**src/logic/fbbse_pkg.sv**
```systemverilog
// Package for the flag, branch, bit and shift execution block.
// Assumes a 16-bit instruction word and a 12-bit APB byte address.
package fbbse_pkg;

    // Widths
    localparam int unsigned PC_W = 16;
    localparam int unsigned ADDR_W = 12;

    // APB byte addresses and register pages
    localparam logic [11:0] ADDR_INSTR = 12'h000;
    localparam logic [11:0] ADDR_PC = 12'h004;
    localparam logic [11:0] ADDR_STATUS_FLAGS_REGISTER = 12'h008;
    localparam logic [11:0] ADDR_STATUS = 12'h00c;
    localparam logic [3:0] PAGE_GPR = 4'h1;
    localparam logic [3:0] PAGE_IO = 4'h2;

    // Instruction word fields
    localparam int unsigned OP_MSB = 15;
    localparam int unsigned OP_LSB = 11;
    localparam int unsigned IDX_MSB = 10;
    localparam int unsigned IDX_LSB = 8;

    // Operation codes
    localparam logic [4:0] OP_BR_HC_LOW = 5'h00;
    localparam logic [4:0] OP_BR_T_HIGH = 5'h01;
    localparam logic [4:0] OP_BR_T_LOW = 5'h02;
    localparam logic [4:0] OP_BR_V_HIGH = 5'h03;
    localparam logic [4:0] OP_BR_V_LOW = 5'h04;
    localparam logic [4:0] OP_BR_IRQ_ON = 5'h05;
    localparam logic [4:0] OP_BR_IRQ_OFF = 5'h06;
    localparam logic [4:0] OP_IO_SET = 5'h08;
    localparam logic [4:0] OP_IO_CLR = 5'h09;
    localparam logic [4:0] OP_SHL = 5'h0a;
    localparam logic [4:0] OP_SHR = 5'h0b;
    localparam logic [4:0] OP_ROL = 5'h0c;
    localparam logic [4:0] OP_ROR = 5'h0d;
    localparam logic [4:0] OP_SWAP = 5'h0e;
    localparam logic [4:0] OP_BIT_TO_T = 5'h10;
    localparam logic [4:0] OP_T_TO_BIT = 5'h11;
    localparam logic [4:0] OP_FLAG_ONE = 5'h12;
    localparam logic [4:0] OP_FLAG_ZERO = 5'h13;

    // Status flag positions
    localparam int unsigned FL_C = 0;
    localparam int unsigned FL_Z = 1;
    localparam int unsigned FL_N = 2;
    localparam int unsigned FL_V = 3;
    localparam int unsigned FL_S = 4;
    localparam int unsigned FL_H = 5;
    localparam int unsigned FL_T = 6;
    localparam int unsigned FL_I = 7;

    // Status register bits and reset values
    localparam int unsigned ST_BUSY = 0;
    localparam int unsigned ST_BAD = 1;
    localparam int unsigned ST_CYC_LSB = 2;
    localparam logic [15:0] PC_RST = 16'h0000;
    localparam logic [7:0] STATUS_FLAGS_REGISTER_RST = 8'h00;
    localparam logic [1:0] CYC_ONE = 2'h1;
    localparam logic [1:0] CYC_TWO = 2'h2;

    // Execution states
    typedef enum logic [1:0] {FB_IDLE, FB_BRANCH, FB_IO_WRITE} fbbse_state_t;

endpackage : fbbse_pkg

```
**src/logic/fbbse_shift.sv**
```systemverilog
// Shift, rotate and nibble swap unit with its flag results.
// Purely combinational; the caller chooses when results are stored.
`timescale 1ns/1ps
module fbbse_shift
    import fbbse_pkg::*;
(
    // Operation and operand
    input wire logic [4:0] op,
    input wire logic [7:0] val,
    input wire logic c_in,
    // Result and flags
    output logic [7:0] res,
    output logic c_out,
    output logic z_out,
    output logic n_out,
    output logic v_out
);

    // Result and carry per operation
    always_comb begin
        res = val;
        c_out = c_in;
        case (op)
            OP_SHL: begin
                res = {val[6:0], 1'b0}; // RL10
                c_out = val[7];
            end
            OP_SHR: begin
                res = {1'b0, val[7:1]}; // RL11
                c_out = val[0];
            end
            OP_ROL: begin
                res = {val[6:0], c_in}; // RL12
                c_out = val[7];
            end
            OP_ROR: begin
                res = {c_in, val[7:1]}; // RL13
                c_out = val[0];
            end
            OP_SWAP: res = {val[3:0], val[7:4]}; // RL18
            default: res = val;
        endcase
    end

    // Flags derived from the result
    assign z_out = (res == 8'h00);
    assign n_out = res[7];
    assign v_out = res[7] ^ c_out;

endmodule : fbbse_shift

```
**src/logic/fbbse_branch.sv**
```systemverilog
// Condition test and relative target for the flag branches.
// Purely combinational; offset is a signed 8-bit word count.
`timescale 1ns/1ps
module fbbse_branch
    import fbbse_pkg::*;
(
    // Operation and state
    input wire logic [4:0] op,
    input wire logic [7:0] status_flags_register,
    input wire logic [15:0] pc,
    input wire logic [7:0] offset,
    // Decision
    output logic is_branch,
    output logic taken,
    output logic [15:0] target
);

    // Condition per branch kind
    always_comb begin
        is_branch = 1'b1;
        taken = 1'b0;
        case (op)
            OP_BR_HC_LOW: taken = ~status_flags_register[FL_H]; // RL1
            OP_BR_T_HIGH: taken = status_flags_register[FL_T]; // RL2
            OP_BR_T_LOW: taken = ~status_flags_register[FL_T]; // RL3
            OP_BR_V_HIGH: taken = status_flags_register[FL_V]; // RL4
            OP_BR_V_LOW: taken = ~status_flags_register[FL_V]; // RL5
            OP_BR_IRQ_ON: taken = status_flags_register[FL_I]; // RL6
            OP_BR_IRQ_OFF: taken = ~status_flags_register[FL_I]; // RL7
            default: is_branch = 1'b0;
        endcase
    end

    // Signed offset plus one
    assign target = pc + {{8{offset[7]}}, offset} + 16'h0001; // RL20

endmodule : fbbse_branch

```
**src/logic/fbbse_core.sv**
```systemverilog
// Execution block for flag branches, I/O bit set/clear, shifts and flag ops.
// Assumes an APB master issues instructions and reaches all state; one clock.
// Operation
// (RL1) Branch when half-carry clear, one/two cycles
// (RL2) Branch when transfer flag set
// (RL3) Branch when transfer flag clear
// (RL4) Branch when overflow set
// (RL5) Branch when overflow clear
// (RL6) Branch when interrupts enabled
// (RL7) Branch when interrupts disabled
// (RL8) Set I/O bit in two cycles
// (RL9) Clear I/O bit in two cycles
// (RL10) Shift left, zero in, flags update
// (RL11) Shift right, zero in, flags update
// (RL12) Rotate left through carry
// (RL13) Rotate right through carry
// (RL14) Copy register bit into transfer flag
// (RL15) Copy transfer flag into register bit
// (RL16) Set/clear each status flag alone
// (RL17) Set/clear half-carry flag alone
// (RL18) Swap register nibbles, flags untouched
// (RL19) Indexed flag set or clear
// (RL20) Branch: one cycle untaken, two taken
`timescale 1ns/1ps
module fbbse_core
    import fbbse_pkg::*;
(
    // Clock, reset, enable
    input wire logic clk_sys,
    input wire logic rst,
    input wire logic ce,
    // APB slave
    input wire logic psel,
    input wire logic penable,
    input wire logic pwrite,
    input wire logic [11:0] paddr,
    input wire logic [31:0] pwdata,
    output logic [31:0] prdata,
    output logic pready,
    output logic pslverr,
    // Core state view
    output logic [15:0] pc_out,
    output logic [7:0] status_flags_register_out,
    output logic busy
);

    // State
    fbbse_state_t state_q, state_d;
    logic [15:0] pc_q, pc_d;
    logic [7:0] status_flags_register_q, status_flags_register_d;
    logic [15:0] instr_q;
    logic [15:0] target_q;
    logic [5:0] io_addr_q;
    logic [2:0] io_bit_q;
    logic io_val_q;
    logic bad_q;
    logic [1:0] cyc_q;
    logic [7:0] gpr_q [32];
    logic [7:0] io_q [64];

    // APB decode
    wire access = psel & penable & pready;
    wire wr = access & pwrite;
    wire hit_instr = (paddr == ADDR_INSTR);
    wire hit_pc = (paddr == ADDR_PC);
    wire hit_status_flags_register = (paddr == ADDR_STATUS_FLAGS_REGISTER);
    wire hit_status = (paddr == ADDR_STATUS);
    wire hit_gpr = (paddr[11:8] == PAGE_GPR) & ~paddr[7];
    wire hit_io = (paddr[11:8] == PAGE_IO);
    wire mapped = hit_instr | hit_pc | hit_status_flags_register | hit_status | hit_gpr | hit_io;
    wire [4:0] gpr_idx = paddr[6:2];
    wire [5:0] io_idx = paddr[7:2];

    // Stall every access while an instruction is in its second cycle
    assign pready = ce & (state_q == FB_IDLE);
    assign pslverr = access & ~mapped;
    assign busy = (state_q != FB_IDLE);
    assign pc_out = pc_q;
    assign status_flags_register_out = status_flags_register_q;

    // Instruction fields, taken on an accepted instruction write
    wire exec = wr & hit_instr;
    wire [4:0] op = pwdata[OP_MSB:OP_LSB];
    wire [2:0] idx = pwdata[IDX_MSB:IDX_LSB];
    wire [7:0] opnd = pwdata[7:0];
    wire [4:0] rd = opnd[4:0];
    wire [5:0] io_a = opnd[5:0];
    wire [7:0] rd_val = gpr_q[rd];
    wire bit_sel = rd_val[idx];

    // Operation classes
    wire is_shift = (op == OP_SHL) | (op == OP_SHR) | (op == OP_ROL) | (op == OP_ROR);
    wire is_swap = (op == OP_SWAP);
    wire is_io = (op == OP_IO_SET) | (op == OP_IO_CLR);
    wire is_to_t = (op == OP_BIT_TO_T);
    wire is_from_t = (op == OP_T_TO_BIT);
    wire is_fl_one = (op == OP_FLAG_ONE);
    wire is_fl_zero = (op == OP_FLAG_ZERO);
    wire br_is;
    wire br_taken;
    wire [15:0] br_target;
    wire known = br_is | is_shift | is_swap | is_io | is_to_t | is_from_t
        | is_fl_one | is_fl_zero;

    // Shift unit results
    wire [7:0] sh_res;
    wire sh_c;
    wire sh_z;
    wire sh_n;
    wire sh_v;

    fbbse_shift u_shift (
        .op(op),
        .val(rd_val),
        .c_in(status_flags_register_q[FL_C]),
        .res(sh_res),
        .c_out(sh_c),
        .z_out(sh_z),
        .n_out(sh_n),
        .v_out(sh_v)
    );

    fbbse_branch u_branch (
        .op(op),
        .status_flags_register(status_flags_register_q),
        .pc(pc_q),
        .offset(opnd),
        .is_branch(br_is),
        .taken(br_taken),
        .target(br_target)
    );

    // Register written back by a bit load
    wire [7:0] bld_val = (rd_val & ~(8'h01 << idx)) | ({7'h00, status_flags_register_q[FL_T]} << idx);

    // I/O bit read-modify-write value for the second cycle
    wire [7:0] io_mod = (io_q[io_addr_q] & ~(8'h01 << io_bit_q))
        | ({7'h00, io_val_q} << io_bit_q);

    // Next state and program counter
    always_comb begin
        state_d = state_q;
        pc_d = pc_q;
        unique case (state_q)
            FB_IDLE: begin
                if (exec && br_is && br_taken) begin
                    state_d = FB_BRANCH; // RL20
                end else if (exec && is_io) begin
                    state_d = FB_IO_WRITE; // RL8
                end else if (exec) begin
                    pc_d = pc_q + 16'h0001; // RL20
                end else if (wr && hit_pc) begin
                    pc_d = pwdata[15:0];
                end
            end
            FB_BRANCH: begin
                state_d = FB_IDLE;
                pc_d = target_q; // RL1
            end
            FB_IO_WRITE: begin
                state_d = FB_IDLE;
                pc_d = pc_q + 16'h0001;
            end
        endcase
    end

    // Status flag updates
    always_comb begin
        status_flags_register_d = status_flags_register_q;
        if (wr && hit_status_flags_register) begin
            status_flags_register_d = pwdata[7:0];
        end else if (exec && is_shift) begin
            status_flags_register_d[FL_C] = sh_c; // RL10
            status_flags_register_d[FL_Z] = sh_z;
            status_flags_register_d[FL_N] = sh_n;
            status_flags_register_d[FL_V] = sh_v;
        end else if (exec && is_to_t) begin
            status_flags_register_d[FL_T] = bit_sel; // RL14
        end else if (exec && is_fl_one) begin
            status_flags_register_d[idx] = 1'b1; // RL16 RL17 RL19
        end else if (exec && is_fl_zero) begin
            status_flags_register_d[idx] = 1'b0; // RL16 RL17 RL19
        end
    end

    // Control registers
    always_ff @(posedge clk_sys) begin
        if (rst) begin
            state_q <= FB_IDLE;
            pc_q <= PC_RST;
            status_flags_register_q <= STATUS_FLAGS_REGISTER_RST;
        end else if (ce) begin
            state_q <= state_d;
            pc_q <= pc_d;
            status_flags_register_q <= status_flags_register_d;
        end
    end

    // Instruction latch and second-cycle operands
    always_ff @(posedge clk_sys) begin
        if (rst) begin
            instr_q <= 16'h0000;
            target_q <= PC_RST;
            io_addr_q <= 6'h00;
            io_bit_q <= 3'h0;
            io_val_q <= 1'b0;
            cyc_q <= CYC_ONE;
        end else if (ce && exec) begin
            instr_q <= pwdata[15:0];
            target_q <= br_target;
            io_addr_q <= io_a;
            io_bit_q <= idx;
            io_val_q <= (op == OP_IO_SET); // RL8 RL9
            cyc_q <= ((br_is && br_taken) || is_io) ? CYC_TWO : CYC_ONE;
        end
    end

    // Unknown-op sticky flag, cleared by writing one; a new event wins
    always_ff @(posedge clk_sys) begin
        if (rst) begin
            bad_q <= 1'b0;
        end else if (ce) begin
            if (exec && !known) begin
                bad_q <= 1'b1;
            end else if (wr && hit_status && pwdata[ST_BAD]) begin
                bad_q <= 1'b0;
            end
        end
    end

    // General registers
    always_ff @(posedge clk_sys) begin
        if (ce) begin
            if (wr && hit_gpr) begin
                gpr_q[gpr_idx] <= pwdata[7:0];
            end else if (exec && (is_shift || is_swap)) begin
                gpr_q[rd] <= sh_res; // RL11 RL12 RL13 RL18
            end else if (exec && is_from_t) begin
                gpr_q[rd] <= bld_val; // RL15
            end
        end
    end

    // I/O space, bit write lands in the second cycle
    always_ff @(posedge clk_sys) begin
        if (ce) begin
            if (state_q == FB_IO_WRITE) begin
                io_q[io_addr_q] <= io_mod; // RL8 RL9
            end else if (wr && hit_io) begin
                io_q[io_idx] <= pwdata[7:0];
            end
        end
    end

    // Read data
    always_comb begin
        prdata = 32'h0000_0000;
        if (hit_instr) begin
            prdata = {16'h0000, instr_q};
        end else if (hit_pc) begin
            prdata = {16'h0000, pc_q};
        end else if (hit_status_flags_register) begin
            prdata = {24'h00_0000, status_flags_register_q};
        end else if (hit_status) begin
            prdata = {28'h000_0000, cyc_q, bad_q, busy};
        end else if (hit_gpr) begin
            prdata = {24'h00_0000, gpr_q[gpr_idx]};
        end else if (hit_io) begin
            prdata = {24'h00_0000, io_q[io_idx]};
        end
    end

    // Checks
    property p_br_taken;
        @(posedge clk_sys) disable iff (rst || !ce)
        (exec && br_is && br_taken) |=> busy ##1 (!busy && pc_q == $past(target_q));
    endproperty
    a_br_taken: assert property (p_br_taken) else $error("taken branch pc wrong"); // RL20

    property p_br_not;
        @(posedge clk_sys) disable iff (rst || !ce)
        (exec && br_is && !br_taken) |=> (!busy && pc_q == $past(pc_q) + 16'h0001);
    endproperty
    a_br_not: assert property (p_br_not) else $error("untaken branch wrong"); // RL20

    property p_hc_low;
        @(posedge clk_sys) disable iff (rst)
        (exec && op == OP_BR_HC_LOW) |=> (busy == !$past(status_flags_register_q[FL_H]));
    endproperty
    a_hc_low: assert property (p_hc_low) else $error("half-carry branch test"); // RL1

    property p_t_high;
        @(posedge clk_sys) disable iff (rst)
        (exec && op == OP_BR_T_HIGH) |=> (busy == $past(status_flags_register_q[FL_T]));
    endproperty
    a_t_high: assert property (p_t_high) else $error("transfer branch test"); // RL2

    property p_br_flags;
        @(posedge clk_sys) disable iff (rst || !ce)
        (exec && br_is) |=> (status_flags_register_q == $past(status_flags_register_q));
    endproperty
    a_br_flags: assert property (p_br_flags) else $error("branch altered flags"); // RL4

    property p_io_set;
        @(posedge clk_sys) disable iff (rst || !ce)
        (exec && op == OP_IO_SET) |=> busy ##1 (!busy && io_q[io_addr_q][io_bit_q]);
    endproperty
    a_io_set: assert property (p_io_set) else $error("io bit not set"); // RL8

    property p_io_clr;
        @(posedge clk_sys) disable iff (rst || !ce)
        (exec && op == OP_IO_CLR) |=> busy ##1 (!busy && !io_q[io_addr_q][io_bit_q]);
    endproperty
    a_io_clr: assert property (p_io_clr) else $error("io bit not cleared"); // RL9

    property p_bld;
        @(posedge clk_sys) disable iff (rst || !ce)
        (exec && is_from_t) |=> (gpr_q[$past(rd)][$past(idx)] == $past(status_flags_register_q[FL_T])
            && status_flags_register_q == $past(status_flags_register_q));
    endproperty
    a_bld: assert property (p_bld) else $error("bit load wrong"); // RL15

    property p_shl;
        @(posedge clk_sys) disable iff (rst || !ce)
        (exec && op == OP_SHL) |=> (gpr_q[$past(rd)] == {$past(rd_val[6:0]), 1'b0}
            && status_flags_register_q[FL_C] == $past(rd_val[7]));
    endproperty
    a_shl: assert property (p_shl) else $error("left shift wrong"); // RL10

    property p_bst;
        @(posedge clk_sys) disable iff (rst || !ce)
        (exec && is_to_t) |=> (status_flags_register_q[FL_T] == $past(bit_sel));
    endproperty
    a_bst: assert property (p_bst) else $error("bit store wrong"); // RL14

    property p_swap;
        @(posedge clk_sys) disable iff (rst || !ce)
        (exec && is_swap) |=> (gpr_q[$past(rd)] == {$past(rd_val[3:0]), $past(rd_val[7:4])}
            && status_flags_register_q == $past(status_flags_register_q));
    endproperty
    a_swap: assert property (p_swap) else $error("swap wrong"); // RL18

    property p_flag_idx;
        @(posedge clk_sys) disable iff (rst || !ce)
        (exec && is_fl_zero) |=> (!status_flags_register_q[$past(idx)]);
    endproperty
    a_flag_idx: assert property (p_flag_idx) else $error("flag clear wrong"); // RL19

endmodule : fbbse_core

```
**config.mk**
```make
export PLATFORM = sky130hd
export DESIGN_NAME = fbbse_core
export DESIGN_NICKNAME = d
export VERILOG_FILES = /design/src/logic/fbbse_pkg.sv /design/src/logic/fbbse_shift.sv /design/src/logic/fbbse_branch.sv /design/src/logic/fbbse_core.sv
export SDC_FILE = /design/constraint.sdc
export NUM_CORES = 1
export LEC_CHECK = 0
export BUFFER_PORTS_ARGS = -buffer_cell sky130_fd_sc_hd__buf_2
export CAP_MARGIN = 20
export CORE_ASPECT_RATIO = 1.1
export CORE_UTILIZATION = 57
export CTS_BUF_LIST = sky130_fd_sc_hd__clkbuf_2
export CTS_CLUSTER_DIAMETER = 60
export DETAILED_ROUTE_END_ITERATION = 12
export GPL_TIMING_DRIVEN = 1
export PLACE_DENSITY_LB_ADDON = 0.12
export SLEW_MARGIN = 20
export SYNTH_ARGS = -nofsm -noshare
export SYNTH_HDL_FRONTEND = slang
export SYNTH_SLANG_ARGS = --single-unit
export TNS_END_PERCENT = 1
```
**constraint.sdc**
```tcl
create_clock -name clk_sys -period 4.3 [get_ports clk_sys]
set_clock_uncertainty 0.2 [all_clocks]
set_input_delay 0.215 -clock clk_sys [delete_from_list [all_inputs] [get_ports clk_sys]]
set_output_delay 0.215 -clock clk_sys [all_outputs]
set_load 0.05 [all_outputs]
```
==> flow_summary.json <==
{
  "globalplace.congestion": 0.951,
  "vias_per_cell": 6.68,
  "period_needed_ns": 4.47,
  "synth_common_cells": "768 x edfxtp_1, 448 x mux4_2, 187 x nor2_1",
  "num_vias": 26700,
  "drt_iter0_markers": 3077,
  "grt_usage_pct": 33.6,
  "root_buffer": "clkbuf_2",
  "min_path_type": "input port to register",
  "arrival_ns": 4.06,
  "worst_setup_path_start_kind": "register",
  "synthSimpleGateAreaFrac_pct": 5.97,
  "fmax_ghz": 0.224,
  "grt_setup_unrepaired": "yes",
  "fin_total_pwr_mw": 15.1,
  "worstHoldStart": "pwdata[1]",
  "wire_per_inst_um": 30.3,
  "synthMostInstantiatedCell": "edfxtp_1",
  "drive_above_1_share_pct": 36.2,
  "synthFlopType": "edfxtp_1",
  "synth_mux_area_share_pct": 27.3,
  "ys_seq_area_share_pct": 58.7,
  "hold_end": "io_q[51][1]$_DFFE_PP_",
  "syn_area_mm2": 0.0416,
  "end_kind": "output pin",
  "grt_start_max_net_pins": 65,
  "ios": 109,
  "area_growth_pct": 13.7,
  "cp.required_ns": 3.88,
  "routed_wl_um": 121000,
  "instances_no_fill": 3991,
  "yosysTopAreaCell": "edfxtp_1",
  "insertion_delay_ns": 1.52,
  "cts_sinks": 836,
  "synth_top_family_by_area": "multiplexers",
  "ys_warn_count": 0,
  "setup_ws_ns": -0.170,
  "r2r_slack_ns": 0.11,
  "syn_avg_cell_area_um2": 16.6,
  "grt_remaining_overflow": 0,
  "path_class": "register to output pin",
  "grt_first_pass_wirelength_um": 178000,
  "tightest_slew_ns": 0.902,
  "drtPass1Iterations": 5,
  "drc": 0,
  "fin_util_pct": 65.7,
  "clk_path_buf_depth": 3,
  "cts_tree": "built",
  "synthTopCellsByArea": "edfxtp_1 55%, mux4_2 24%, dfxtp_1 3.3%, mux2i_1 2.6%, nor2_1 1.7%",
  "setup_viol": 5,
  "htreeDepth": 4,
  "initial_utilization_pct": 57.8,
  "syn_inst": 2507,
  "numCtsBuffers": 204,
  "status": "complete, but fails checks",
  "worstPathMaxFanout": 2,
  "antenna_found_initial": 5,
  "grt_pass1_vias": 27400,
  "io_buffer_count": 76,
  "drv_slew": 0,
  "die_area_mm2": 0.0741,
  "ys_seq_elements": 836,
  "synth_top_area_share_pct": 55.4,
  "synth-compound-area-share_pct": 4.43,
  "synthArstFlopShare_pct": 0,
  "core_mm2": 0.0720,
  "clk_pin_slew_ns": 0.11,
  "die_w_um": 260,
  "drv_cap": 0,
  "p_leak_nw": 15.9,
  "die_y_um": 285,
  "slew_headroom_pct": 39.8,
  "ant_nets": 0,
  "row_count": 103,
  "hpwl_um": 78500,
  "synth_xor_area_share_pct": 0.547,
  "reg2reg_from": "state_q[0]$_SDFFE_PP0P_",
  "hold_violations": 0,
  "worstHoldPathCells": 6,
  "hold_ws_ns": 0.138,
  "synth_edf_count": 768,
  "synthAdderAreaFrac_pct": 0.620,
  "nets": 2958,
  "vdd.ir_drop.worst_mv": 0.242,
  "violations": "setup timing",
  "power_density_mw_per_mm2": 319,
  "final.period_utilization_pct": 104,
  "dp.cells": 3529,
  "synth_cell_types": 72,
  "reg2reg_depth": 15
}
==> worst max-delay path by stage <==
| stage | start | endpoint | slack [ns] |
|---|---|---|---|
| after floorplan | register | io_q[0][5]$_DFFE_PP_ | -0.21 |
| after global placement | paddr[2] | prdata[2] | 0.48 |
| after detailed placement | pwdata[2] | gpr_q[25][7]$_DFFE_PP_ | 0.41 |
| after CTS | io_q[58][4]$_DFFE_PP_ | prdata[4] | -0.33 |
| after global routing | io_q[48][4]$_DFFE_PP_ | prdata[4] | -0.40 |
| final | io_q[51][4]$_DFFE_PP_ | prdata[4] | -0.17 |
==> cell families after synthesis <==
| family | after synthesis |
|---|---|
| compound gates | 282 |
| xor+xnor | 26 |
| fa+ha+maj | 20 |
| buf+inv | 229 |
| flops | 836 |
| mux | 569 |
| other cells | 1 |
| simple gates | 544 |
==> cells in the final DEF (no fill, tap or decap), types with 10 or more instances in the layout <==
cell type / Yosys / routed
a211oi_1: 19 / 18
a21oi_1: 90 / 84
a22o_1: 14 / 14
a22oi_1: 24 / 24
and3_1: 16 / 16
buf_12: 2 / 23
buf_2: 28 / 64
buf_4: 18 / 173
clkbuf_2: 0 / 283
clkinv_1: 0 / 53
clkinv_2: 0 / 10
conb_1: 1 / 16
dfxtp_1: 68 / 63
dlygate4sd3_1: 0 / 90
edfxtp_1: 768 / 768
ha_1: 19 / 18
inv_1: 20 / 20
mux2i_1: 107 / 105
mux4_2: 448 / 448
nand2_1: 167 / 163
nand2b_1: 15 / 15
nand3_1: 47 / 47
nand4_1: 11 / 11
nor2_1: 187 / 185
nor2b_1: 12 / 12
nor3_1: 33 / 30
o211ai_1: 10 / 10
o21ai_0: 10 / 10
o21ai_1: 42 / 21
o21ai_4: 0 / 12
or3_1: 12 / 12
xnor2_1: 17 / 17
==> layout make-up <==
| cell class | instances | area (um^2) |
|---|---|---|
| antenna | 3 | 7.51 |
| sequential | 836 | 24400 |
| clock inverter | 78 | 413 |
| inverter | 21 | 78.8 |
| tap | 945 | 1180 |
| clock buffer | 283 | 1420 |
| multi-input combinational | 1457 | 16500 |
| timing repair buffer | 368 | 3230 |
| fill | 5101 | 24700 |
==> repair_timing <==
action | in CTS | in global routing
endpoints found under the hold margin | 1604 | 5
setup endpoints to repair | 8 | 694
buffers inserted | 1 | 1
gates cloned | 0 | 1
resized for setup | 37 | 23
pin swaps | 8 | 4
hold buffers | 94 | 1
==> metal layers <==
metal  vias up  global-route usage, %  wire length, um
li1      11200                      -                -
met5         -                      0               13
met4         2                   18.2             7140
met1     13700                   41.6            42600
met3       321                   7.24            10200
met2      1402                   55.5            61000
==> per-stage QoR <==
stage / setup slack (ns) / instance area, um^2 / TNS, ns
floorplan: -0.210 / 41700 / -53.77
global placement: 0.478 / 44200 / 0
global route: -0.397 / 47300 / -1.93
CTS: -0.335 / 47200 / -19.01
finish: -0.170 / 47300 / -0.649
detailed placement: 0.407 / 44200 / 0
==> power breakdown <==
group / total [mW] / leakage, nW / internal (mW) / switching, mW
sequential: 8.77 / 7.60 / 8.77 / 0.000149
clock: 5.16 / 1.37 / 1.86 / 3.30
combinational: 1.16 / 6.91 / 0.490 / 0.672
==> registers in the layout, summed over array words and instances (netlist names), named ones only <==
signal and flops:
cyc_q 2, state_q 2, target_q 16, gpr_q 256, io_val_q 1, instr_q 16, bad_q 1, pc_out 16
io_q 512
==> worst max-delay path, stage by stage (launching register included) <==
cell      delay, ns
edfxtp_1       0.41
mux4_2         0.49
mux4_2         0.56
mux4_2         0.55
a221oi_2       0.28
a21oi_2        0.10
buf_6          0.17
No activity file was read; power rests on OpenSTA's default activity.
